[src/common/crpf_consts.svh]
// constant values of the cpu reset and pin float controller
`ifndef CRPF_CONSTS_SVH
`define CRPF_CONSTS_SVH

// register byte offsets on the wishbone slave
`define CRPF_ADR_WDCTL 12'h000
`define CRPF_ADR_WDSEL 12'h004
`define CRPF_ADR_TRIM 12'h008
`define CRPF_ADR_PORTS 12'h00C
`define CRPF_ADR_CPU 12'h010
`define CRPF_ADR_STAT 12'h014
`define CRPF_ADR_RAM_BASE 12'h400
`define CRPF_ADR_RAM_TOP 12'h7FC

// bit positions in watchdog_control_reg
`define CRPF_BIT_WD_CLEAR 0
`define CRPF_BIT_WD_ENABLE 1
`define CRPF_BIT_WD_FLAG 2
`define CRPF_BIT_POR_FLAG 6

// bit positions in the cpu control register
`define CRPF_BIT_IRQ_EN 0
`define CRPF_BIT_TMR_EN 1
`define CRPF_BIT_STOP 2

// reset values
`define CRPF_RST_VECTOR 16'h0000
`define CRPF_RST_PORTS 32'hFFFFFFFF
`define CRPF_RST_SP 8'h00
`define CRPF_RST_WDSEL 2'h0
`define CRPF_TRIM_NOBAT 8'h65

// timing counts, in clocks or machine cycles
`define CRPF_MC_CLKS 4
`define CRPF_HOLD_MC 2
`define CRPF_DETECT_MC 2
`define CRPF_FLOAT_MC 2
`define CRPF_POR_CLKS 65536
`define CRPF_WD_BASE_CLKS 131072

`endif

[src/common/crpf_pkg.sv]
// types of the cpu reset and pin float controller
package crpf_pkg;

    // sequencer states, gray steps along por -> run -> hold -> exit
    typedef enum logic [2:0] {
        ST_POR = 3'h0,
        ST_RUN = 3'h1,
        ST_HOLD = 3'h3,
        ST_EXIT = 3'h2,
        ST_ARM = 3'h6,
        ST_FLOAT = 3'h7,
        ST_STOP = 3'h5,
        ST_WDT = 3'h4
    } crpf_state_e;

    // classic wishbone request from the master
    typedef struct packed {
        logic cyc;
        logic stb;
        logic we;
        logic [11:0] adr;
        logic [3:0] sel;
        logic [31:0] dat;
    } crpf_wb_req_s;

    // state of the top module, all but the scratchpad ram and the pin synchronisers
    typedef struct packed {
        crpf_state_e st;
        logic [3:0] mc_div;
        logic [1:0] mc_cnt;
        logic [1:0] hi_cnt;
        logic [23:0] delay_cnt;
        logic [31:0] wd_cnt;
        logic por_flag;
        logic wd_flag;
        logic wd_enable;
        logic [1:0] wd_sel;
        logic irq_en;
        logic tmr_en;
        logic [7:0] sp;
        logic [31:0] ports;
        logic [7:0] trim;
        logic test_mode;
        logic cpu_reset;
        logic fetch_en;
        logic pc_load;
        logic [15:0] pc_vec;
        logic osc_en;
        logic pins_float;
        logic port_oe;
        logic wb_pend;
        logic wb_ack;
        logic [31:0] wb_dat;
    } crpf_state_s;

endpackage : crpf_pkg

[src/verilog/crpf_ram.sv]
// scratchpad ram with registered read data, never cleared by reset
`timescale 1ns/1ns
`default_nettype none

module crpf_ram #(
    parameter int AW = 8,
    parameter int DW = 8
) (
    // clock
    input wire logic clk_i,
    // access port
    input wire logic we_i,
    input wire logic [AW-1:0] addr_i,
    input wire logic [DW-1:0] wdata_i,
    output logic [DW-1:0] rdata_o
);

    logic [DW-1:0] mem [0:(1<<AW)-1];

    // no reset on purpose: contents survive every reset source
    always_ff @(posedge clk_i) begin
        if (we_i) begin
            mem[addr_i] <= wdata_i;
        end
        rdata_o <= mem[addr_i];
    end

endmodule : crpf_ram

`default_nettype wire

[src/verilog/crpf_sync2.sv]
// two flip-flop synchroniser for asynchronous pin levels
`timescale 1ns/1ns
`default_nettype none

module crpf_sync2 #(
    parameter int WIDTH = 1
) (
    // clock and reset
    input wire logic clk_i,
    input wire logic rst_i,
    // asynchronous levels in, synchronised levels out
    input wire logic [WIDTH-1:0] d_i,
    output logic [WIDTH-1:0] q_o
);

    logic [1:0][WIDTH-1:0] stage;
    logic [1:0][WIDTH-1:0] next_stage;

    // first stage feeds only the second stage
    always_comb begin
        next_stage[0] = d_i;
        next_stage[1] = stage[0];
    end

    // no reset: a cleared stage would fake a battery loss after every reset
    always_ff @(posedge clk_i) begin
        stage <= next_stage;
    end

    assign q_o = stage[1];

endmodule : crpf_sync2

`default_nettype wire

[src/verilog/crpf_top.sv]
// cpu reset sequencer with cause flags, reset state and pin float entry
//
// The implementer's own choices: the Wishbone slave port and the register addresses.
`timescale 1ns/1ns
`default_nettype none
`include "crpf_consts.svh"

module crpf_top #(
    parameter int MC_CLKS = `CRPF_MC_CLKS,
    parameter int POR_CLKS = `CRPF_POR_CLKS,
    parameter int WD_BASE_CLKS = `CRPF_WD_BASE_CLKS
) (
    // clock and power-on reset
    input wire logic clk_i,
    input wire logic rst_i,
    // wishbone slave
    input wire crpf_pkg::crpf_wb_req_s wb_req_i,
    output logic wb_ack_o,
    output logic [31:0] wb_dat_o,
    // board pins, asynchronous
    input wire logic ext_reset_pin_i,
    input wire logic ale_i,
    input wire logic program_store_strobe_i,
    input wire logic [2:0] p2_hi_i,
    input wire logic battery_ok_i,
    // cpu core control
    output logic cpu_reset_o,
    output logic fetch_en_o,
    output logic pc_load_o,
    output logic [15:0] pc_vec_o,
    output logic osc_en_o,
    output logic irq_en_o,
    output logic tmr_en_o,
    output logic [7:0] sp_o,
    output logic [1:0] wd_sel_o,
    output logic [7:0] trim_o,
    output logic test_mode_o,
    // pin drivers
    output logic [31:0] port_o,
    output logic port_oe_o,
    output logic pins_float_o,
    output logic strobe_pullup_o
);

    // ****************************************************************
    // parameter checks
    // ****************************************************************
    if (MC_CLKS < 2 || MC_CLKS > 15) begin : g_bad_mc
        $error("MC_CLKS must lie in 2..15");
    end
    if (POR_CLKS < 2 || POR_CLKS > 16777216) begin : g_bad_por
        $error("POR_CLKS must lie in 2..2**24");
    end
    if (WD_BASE_CLKS < 2 || WD_BASE_CLKS > 67108863) begin : g_bad_wd
        $error("WD_BASE_CLKS must lie in 2..2**26-1");
    end

    localparam logic [3:0] MC_LAST = 4'(MC_CLKS - 1);
    localparam logic [23:0] POR_LAST = 24'(POR_CLKS - 1);
    localparam logic [31:0] WD_BASE = 32'(WD_BASE_CLKS);
    localparam logic [1:0] HOLD_LAST = 2'(`CRPF_HOLD_MC - 1);
    localparam logic [1:0] DET_LAST = 2'(`CRPF_DETECT_MC - 1);
    localparam logic [1:0] FLOAT_LAST = 2'(`CRPF_FLOAT_MC - 1);

    // ****************************************************************
    // pin synchronisers and scratchpad
    // ****************************************************************
    logic [6:0] pins_s;
    logic pin_rst;
    logic ale_s;
    logic program_store_strobe_s;
    logic [2:0] p2_s;
    logic bat_ok;
    logic [7:0] ram_q;
    logic ram_hit;
    logic ram_we;

    // every board level crosses two flip-flops first
    crpf_sync2 #(.WIDTH(7)) u_sync (
        .clk_i(clk_i),
        .rst_i(rst_i),
        .d_i({battery_ok_i, p2_hi_i, program_store_strobe_i, ale_i, ext_reset_pin_i}),
        .q_o(pins_s)
    );

    assign pin_rst = pins_s[0];
    assign ale_s = pins_s[1];
    assign program_store_strobe_s = pins_s[2];
    assign p2_s = pins_s[5:3];
    assign bat_ok = pins_s[6];

    crpf_pkg::crpf_state_s q;
    crpf_pkg::crpf_state_s next_q;

    // ram sits outside the state record so no reset can reach it
    assign ram_hit = wb_req_i.adr >= `CRPF_ADR_RAM_BASE && wb_req_i.adr <= `CRPF_ADR_RAM_TOP;
    assign ram_we = q.wb_pend && wb_req_i.we && ram_hit && wb_req_i.sel[0];

    crpf_ram #(.AW(8), .DW(8)) u_ram (
        .clk_i(clk_i),
        .we_i(ram_we),
        .addr_i(wb_req_i.adr[9:2]),
        .wdata_i(wb_req_i.dat[7:0]),
        .rdata_o(ram_q)
    );

    // ****************************************************************
    // register reinitialisation shared by every reset source
    // ****************************************************************
    function automatic crpf_pkg::crpf_state_s reinit(input crpf_pkg::crpf_state_s s);
        crpf_pkg::crpf_state_s r;
        r = s;
        r.sp = `CRPF_RST_SP;
        r.irq_en = 1'b0;
        r.tmr_en = 1'b0;
        r.wd_sel = `CRPF_RST_WDSEL;
        r.ports = `CRPF_RST_PORTS;
        r.wd_enable = 1'b0;
        r.wd_cnt = '0;
        r.pc_vec = `CRPF_RST_VECTOR;
        r.mc_cnt = '0;
        r.hi_cnt = '0;
        return r;
    endfunction : reinit

    // ****************************************************************
    // next state
    // ****************************************************************
    logic tick;
    logic stop_req;
    logic wd_clear;
    logic float_cond;
    logic pin_detect;
    logic [31:0] wd_limit;
    logic [31:0] rd;

    always_comb begin
        next_q = q;
        stop_req = 1'b0;
        wd_clear = 1'b0;
        rd = '0;
        next_q.pc_load = 1'b0;
        next_q.wb_ack = 1'b0;
        tick = (q.mc_div == MC_LAST);
        next_q.mc_div = tick ? 4'h0 : q.mc_div + 4'h1;
        float_cond = !ale_s && program_store_strobe_s;
        wd_limit = WD_BASE << {q.wd_sel, 1'b0};

        // bus: take in one cycle, answer with ack in the next
        if (q.wb_pend) begin
            next_q.wb_pend = 1'b0;
            next_q.wb_ack = 1'b1;
            unique case (wb_req_i.adr)
                `CRPF_ADR_WDCTL: begin
                    rd[`CRPF_BIT_POR_FLAG] = q.por_flag;
                    rd[`CRPF_BIT_WD_FLAG] = q.wd_flag;
                    rd[`CRPF_BIT_WD_ENABLE] = q.wd_enable;
                    if (wb_req_i.we && wb_req_i.sel[0]) begin
                        next_q.wd_enable = wb_req_i.dat[`CRPF_BIT_WD_ENABLE];
                        wd_clear = wb_req_i.dat[`CRPF_BIT_WD_CLEAR];
                        // flags clear by software, and wd_flag also at power-on reset; hardware sets later win
                        if (!wb_req_i.dat[`CRPF_BIT_WD_FLAG]) begin
                            next_q.wd_flag = 1'b0;
                        end
                        if (!wb_req_i.dat[`CRPF_BIT_POR_FLAG]) begin
                            next_q.por_flag = 1'b0;
                        end
                    end
                end
                `CRPF_ADR_WDSEL: begin
                    rd[1:0] = q.wd_sel;
                    if (wb_req_i.we && wb_req_i.sel[0]) begin
                        next_q.wd_sel = wb_req_i.dat[1:0];
                    end
                end
                `CRPF_ADR_TRIM: begin
                    rd[7:0] = q.trim;
                    // battery backed bits accept writes only with a battery
                    if (wb_req_i.we && wb_req_i.sel[0] && bat_ok) begin
                        next_q.trim = wb_req_i.dat[7:0];
                    end
                end
                `CRPF_ADR_PORTS: begin
                    rd = q.ports;
                    if (wb_req_i.we) begin
                        for (int i = 0; i < 4; i++) begin
                            if (wb_req_i.sel[i]) begin
                                next_q.ports[8*i +: 8] = wb_req_i.dat[8*i +: 8];
                            end
                        end
                    end
                end
                `CRPF_ADR_CPU: begin
                    rd[`CRPF_BIT_IRQ_EN] = q.irq_en;
                    rd[`CRPF_BIT_TMR_EN] = q.tmr_en;
                    rd[15:8] = q.sp;
                    if (wb_req_i.we && wb_req_i.sel[0]) begin
                        next_q.irq_en = wb_req_i.dat[`CRPF_BIT_IRQ_EN];
                        next_q.tmr_en = wb_req_i.dat[`CRPF_BIT_TMR_EN];
                        stop_req = wb_req_i.dat[`CRPF_BIT_STOP];
                    end
                    if (wb_req_i.we && wb_req_i.sel[1]) begin
                        next_q.sp = wb_req_i.dat[15:8];
                    end
                end
                `CRPF_ADR_STAT: begin
                    rd[2:0] = q.st;
                    rd[3] = q.test_mode;
                    rd[4] = q.pins_float;
                    rd[5] = bat_ok;
                end
                default: begin
                    // unmapped addresses read zero and ignore writes
                    rd = ram_hit ? {24'h000000, ram_q} : 32'h00000000;
                end
            endcase
            next_q.wb_dat = rd;
        end else if (wb_req_i.cyc && wb_req_i.stb && !q.wb_ack) begin
            next_q.wb_pend = 1'b1;
        end

        // reset pin must stay high for whole machine cycles
        pin_detect = 1'b0;
        if (!pin_rst) begin
            next_q.hi_cnt = '0;
        end else if (tick) begin
            if (q.hi_cnt == DET_LAST) begin
                pin_detect = 1'b1;
            end else begin
                next_q.hi_cnt = q.hi_cnt + 2'h1;
            end
        end

        unique case (q.st)
            crpf_pkg::ST_POR: begin
                // crystal warm-up before the first fetch
                if (q.delay_cnt == POR_LAST) begin
                    next_q.st = crpf_pkg::ST_RUN;
                    next_q.pc_load = 1'b1;
                end else begin
                    next_q.delay_cnt = q.delay_cnt + 24'h000001;
                end
            end
            crpf_pkg::ST_RUN: begin
                if (pin_detect) begin
                    // external reset leaves cause flags alone
                    next_q = reinit(next_q);
                    next_q.st = crpf_pkg::ST_HOLD;
                end else if (q.wd_enable && q.wd_cnt >= wd_limit - 32'h00000001) begin
                    next_q = reinit(next_q);
                    next_q.wd_flag = 1'b1;
                    next_q.st = crpf_pkg::ST_WDT;
                end else if (stop_req) begin
                    next_q.st = crpf_pkg::ST_STOP;
                end else if (wd_clear || q.wd_cnt >= wd_limit - 32'h00000001) begin
                    // a disabled watchdog restarts without swallowing a stop request
                    next_q.wd_cnt = '0;
                end else begin
                    next_q.wd_cnt = q.wd_cnt + 32'h00000001;
                end
            end
            crpf_pkg::ST_WDT: begin
                if (pin_detect) begin
                    next_q = reinit(next_q);
                    next_q.st = crpf_pkg::ST_HOLD;
                end else if (tick) begin
                    // two machine cycles, then vector
                    if (q.mc_cnt == HOLD_LAST) begin
                        next_q.st = crpf_pkg::ST_RUN;
                        next_q.pc_load = 1'b1;
                    end else begin
                        next_q.mc_cnt = q.mc_cnt + 2'h1;
                    end
                end
            end
            crpf_pkg::ST_HOLD: begin
                // held for as long as the pin stays high
                next_q.ports = `CRPF_RST_PORTS;
                if (!pin_rst) begin
                    // strap sampled once, at the release edge
                    next_q.test_mode = !(&p2_s);
                    next_q.mc_cnt = '0;
                    next_q.st = float_cond ? crpf_pkg::ST_ARM : crpf_pkg::ST_EXIT;
                end
            end
            crpf_pkg::ST_EXIT: begin
                if (pin_rst) begin
                    next_q.st = crpf_pkg::ST_HOLD;
                end else if (tick) begin
                    if (q.mc_cnt == HOLD_LAST) begin
                        next_q.st = crpf_pkg::ST_RUN;
                        next_q.pc_load = 1'b1;
                    end else begin
                        next_q.mc_cnt = q.mc_cnt + 2'h1;
                    end
                end
            end
            crpf_pkg::ST_ARM: begin
                // board holds strobes two machine cycles after release
                if (pin_rst) begin
                    next_q.st = crpf_pkg::ST_HOLD;
                end else if (!float_cond) begin
                    next_q.st = crpf_pkg::ST_EXIT;
                end else if (tick) begin
                    if (q.mc_cnt == FLOAT_LAST) begin
                        next_q.st = crpf_pkg::ST_FLOAT;
                    end else begin
                        next_q.mc_cnt = q.mc_cnt + 2'h1;
                    end
                end
            end
            crpf_pkg::ST_FLOAT: begin
                // strobes no longer looked at, only the reset pin
                if (pin_detect) begin
                    next_q = reinit(next_q);
                    next_q.st = crpf_pkg::ST_HOLD;
                end
            end
            crpf_pkg::ST_STOP: begin
                // no clock edges count in stop, so the pin is seen at once
                if (pin_rst) begin
                    next_q = reinit(next_q);
                    next_q.delay_cnt = '0;
                    next_q.st = crpf_pkg::ST_POR;
                end
            end
            default: begin
                next_q.st = crpf_pkg::ST_POR;
            end
        endcase

        // no battery: bits held at their defaults until one appears
        if (!bat_ok) begin
            next_q.trim = `CRPF_TRIM_NOBAT;
        end

        // power-on reset: the whole state record except battery backed bits
        if (rst_i) begin
            next_q = reinit(next_q);
            next_q.st = crpf_pkg::ST_POR;
            next_q.mc_div = '0;
            next_q.delay_cnt = '0;
            next_q.por_flag = 1'b1;
            next_q.wd_flag = 1'b0;
            next_q.test_mode = 1'b0;
            next_q.pc_load = 1'b0;
            next_q.wb_pend = 1'b0;
            next_q.wb_ack = 1'b0;
            next_q.wb_dat = '0;
            next_q.trim = q.trim;
        end

        // core and pin controls follow the next state
        next_q.cpu_reset = next_q.st != crpf_pkg::ST_RUN;
        next_q.fetch_en = next_q.st == crpf_pkg::ST_RUN && !next_q.test_mode;
        next_q.osc_en = next_q.st != crpf_pkg::ST_STOP;
        next_q.pins_float = next_q.st == crpf_pkg::ST_FLOAT;
        next_q.port_oe = next_q.st != crpf_pkg::ST_FLOAT;
    end

    // single state register
    always_ff @(posedge clk_i) begin
        q <= next_q;
    end

    // ****************************************************************
    // outputs, all straight from the state register
    // ****************************************************************
    assign wb_ack_o = q.wb_ack;
    assign wb_dat_o = q.wb_dat;
    assign cpu_reset_o = q.cpu_reset;
    assign fetch_en_o = q.fetch_en;
    assign pc_load_o = q.pc_load;
    assign pc_vec_o = q.pc_vec;
    assign osc_en_o = q.osc_en;
    assign irq_en_o = q.irq_en;
    assign tmr_en_o = q.tmr_en;
    assign sp_o = q.sp;
    assign wd_sel_o = q.wd_sel;
    assign trim_o = q.trim;
    assign test_mode_o = q.test_mode;
    assign port_o = q.ports;
    assign port_oe_o = q.port_oe;
    assign pins_float_o = q.pins_float;
    assign strobe_pullup_o = q.pins_float; // weak pull-ups only while floating

endmodule : crpf_top

`default_nettype wire
[config.mk]
export PLATFORM = sky130hd
export DESIGN_NAME = crpf_top
export DESIGN_NICKNAME = d
export VERILOG_FILES = /design/src/common/crpf_pkg.sv /design/src/verilog/crpf_ram.sv /design/src/verilog/crpf_sync2.sv /design/src/verilog/crpf_top.sv
export VERILOG_INCLUDE_DIRS = /design/src /design/src/common
export SDC_FILE = /design/constraint.sdc
export NUM_CORES = 2
export LEC_CHECK = 0
export BUFFER_PORTS_ARGS = -buffer_cell sky130_fd_sc_hd__buf_2
export CAP_MARGIN = 15
export CORE_ASPECT_RATIO = 0.6
export CORE_UTILIZATION = 50
export DETAILED_ROUTE_END_ITERATION = 8
export PLACE_DENSITY = 0.67
export SETUP_SLACK_MARGIN = 0.4
export SYNTH_ARGS = -nofsm -noshare
export SYNTH_HDL_FRONTEND = slang
export SYNTH_SLANG_ARGS = --single-unit
[constraint.sdc]
create_clock -name clk_i -period 3.4 [get_ports clk_i]
set_input_delay 0.51 -clock clk_i [delete_from_list [all_inputs] [get_ports clk_i]]
set_output_delay 0.51 -clock clk_i [all_outputs]
set_load 0.1 [all_outputs]
==> impl_metrics.ini <==
[grt]
gr-total-overflow = 0
grt_start_max_net_pins = 190
antenna_found_initial = 9
grt_pass1_wl_um = 341000
grt_pass1_vias = 46429
grt_usage_pct = 27.0

[final_layout]
nets = 5222
drive_gt1_share_pct = 32.5
antennaDiodeCount = 0
area_growth_pct = 16.3
final_core_util_pct = 58.9

[place]
io_buffers = 152
place_congestion = 0.938
dp_hpwl_um = 160000

[route]
first_pass_iters = 7
first_iter_violations = 7192
drc = 0
vias = 48872
vias_per_cell = 6.40
antenna_left = 0
routedWlPerCell_um = 31.4
totalWireLength_um = 240000

[power]
power.internal_uw = 43500
net-switching-power_uw = 11900
leakage_uw = 0.0335
swShare_pct = 21.4
power_density_mw_per_mm2 = 541
seqPwrFrac_pct = 54.2
p_clk_share_pct = 40.1
ir_drop_mv = 0.496
total_power_uw = 55300
comb_power_share_pct = 5.7

[flow_run]
maxCapViolations = 0

[floorplan]
coreArea_mm2 = 0.173
die_h_um = 327
start_util_pct = 50.7
ioPinCount = 169
row_count = 118
floorplan.die_area_mm2 = 0.178
fp.dieW_um = 543

[logic_synthesis]
syn_inst = 4485
ys_types = 74
synth_area_mm2 = 0.0879
synth_area_leaders = edfxtp_1 (70%), mux4_2 (14%), dfxtp_1 (4.0%)
synth.most_common_cell = edfxtp_1
syn_area_per_cell_um2 = 19.6
synth_edf_count = 2056
synth_ff_type = edfxtp_1
yosysTopAreaCell = edfxtp_1
synth_commonest_cells = edfxtp_1 (2056), mux4_2 (565), nor2_1 (338)
synth_seq_cells = 2233
yosys_warnings = 0
synth_top_area_share_pct = 70.2
yosysSeqAreaShare_pct = 74.3
synthArstFlopShare_pct = 0

[timing]
finalCritPeriodShare_pct = 87.4
hold_viol = 0
rsz0062_at_grt = yes
fin_skew_ns = 0.0477
max_freq_ghz = 0.336
max-slew-margin-rel_pct = 14.7
slew_violations = 0
max_slew.worst_pin.slew_ns = 1.27
fin_crit_ns = 2.97
final-setup-viol-count = 0

[run_status]
status = finished clean

[clock_tree]
cts_buffer_depth = 4
clkSinkCount = 2233
h-tree-depth = 4
cts_tree = yes
worstSkewPairLatency_ns = 0.83
root_buffer = clkbuf_16
cts_buffers = 193
clk_pin_slew_ns = 0.07

[worst_hold_path]
min_path_type = in2reg

[critical_path]
cp_data_arrival_time_ns = 3.71
end_kind = flop
cp_max_fo = 28
required_ns = 4.13
start_kind = flop
path_class = reg2reg
r2r_setup_slack_ns = 0.43
==> critical path, stage by stage, from the launching register on <==
cell	delay, ns
dfxtp_2	0.35
nand2_4	0.09
inv_2	0.08
ha_4	0.12
inv_1	0.07
ha_1	0.32
and4_4	0.24
and4bb_1	0.21
a22oi_2	0.10
a21bo_4	0.23
a21o_4	0.23
buf_12	0.16
or4_1	0.51
a21oi_1	0.16
==> cell usage in the layout (no fill, tap or decap), types with 73 or more instances in the layout <==
master,netlist,final
clkbuf_16,0,201
buf_2,67,140
buf_4,125,550
edfxtp_1,2056,2056
mux4_2,565,565
nand2_1,157,155
o21ai_0,74,73
dfxtp_1,177,175
nor2_1,338,281
mux2i_1,116,116
==> per-layer routing <==
layer	routed length, µm	up-vias	global-route usage [%]
li1	-	19613	-
met1	103000	25770	43.1
met2	97800	3108	35.4
met3	33500	377	9.11
met4	5540	4	5.92
met5	27	-	0
==> flip-flops by register name, indices dropped and copies added, names as in the netlist <==
name               cells
q                     71
wb_dat_o              32
u_sync.next_stage      7
sp_o                   8
osc_en_o               1
fetch_en_o             1
cpu_reset_o            1
port_o                32
irq_en_o               1
trim_o                 8
wd_sel_o               2
wb_ack_o               1
u_sync.q_o             7
port_oe_o              1
pins_float_o           1
tmr_en_o               1
u_ram.mem           2048
test_mode_o            1
pc_load_o              1
u_ram.rdata_o          8
==> cells by family after synthesis <==
| kind of cell | share of synthesized area [%] |
|---|---|
| AND/OR/NAND/NOR | 4.11 |
| adder cells (fa/ha/maj) | 0.214 |
| AO/OA/AOI/OAI | 3.06 |
| flip-flops | 74.3 |
| buffers and inverters | 2.25 |
| multiplexers | 15.9 |
| XOR/XNOR | 0.209 |
| other | 0.00854 |
==> worst paths after layout <==
| kind | from | depth (start not counted) | endpoint |
|---|---|---|---|
| max | wd_sel_o[0]$_SDFF_PP0_ | 13 | q[141]$_SDFFE_PP0P_ |
| min | wb_req_i[0] | 1 | u_ram.mem[211][0]$_DFFE_PP_ |
| max reg2reg | wd_sel_o[0]$_SDFF_PP0_ | 13 | q[141]$_SDFFE_PP0P_ |
| min reg2reg | u_sync.next_stage[11]$_DFF_P_ | 0 | u_sync.q_o[4]$_DFF_P_ |
==> per-stage QoR <==
stage	hold WS (ns)	TNS, ns	area, µm²	cells	setup slack (ns)
2_1_floorplan	0.310	0	88200	4501	0.196
3_3_place_gp	0.312	-0.141	95500	7256	-0.0615
3_5_place_dp	0.312	-0.157	95500	7256	-0.0848
4_1_cts	0.0305	0	102000	7633	0.439
5_1_grt	0.0493	0	102000	7634	0.323
6_report	0.0860	0	102000	7634	0.428
==> area by class of cell <==
| class | instances | area [µm²] |
|---|---|---|
| clock buffers | 233 | 5220 |
| clock inverters | 109 | 1010 |
| fillers | 12522 | 71300 |
| inverters | 16 | 60.1 |
| multi-input cells | 1901 | 21000 |
| flip-flops and latches | 2233 | 65300 |
| well taps | 2340 | 2930 |
| repair buffers | 802 | 6670 |
==> power by group through the flow <==
stage                     combinational [µW]  sequential, µW  clock (µW)
after floorplan                         1510           30600           0
after CTS                               3110           30000       22400
final                                   3150           30000       22200
after global placement                  3040           30600           0
after detailed placement                3070           30600           0
after global routing                    3270           30000       23400
==> timing repair <==
action                                 CTS  global route
hold buffers                            33             0
setup buffers                            2             0
pin swaps                                3            11
resized for setup                        1            19
gates cloned                             0             1
endpoints found under the hold margin   39             0
setup endpoints to repair               22            66
Note: power is estimated with default switching activity, not from simulation.
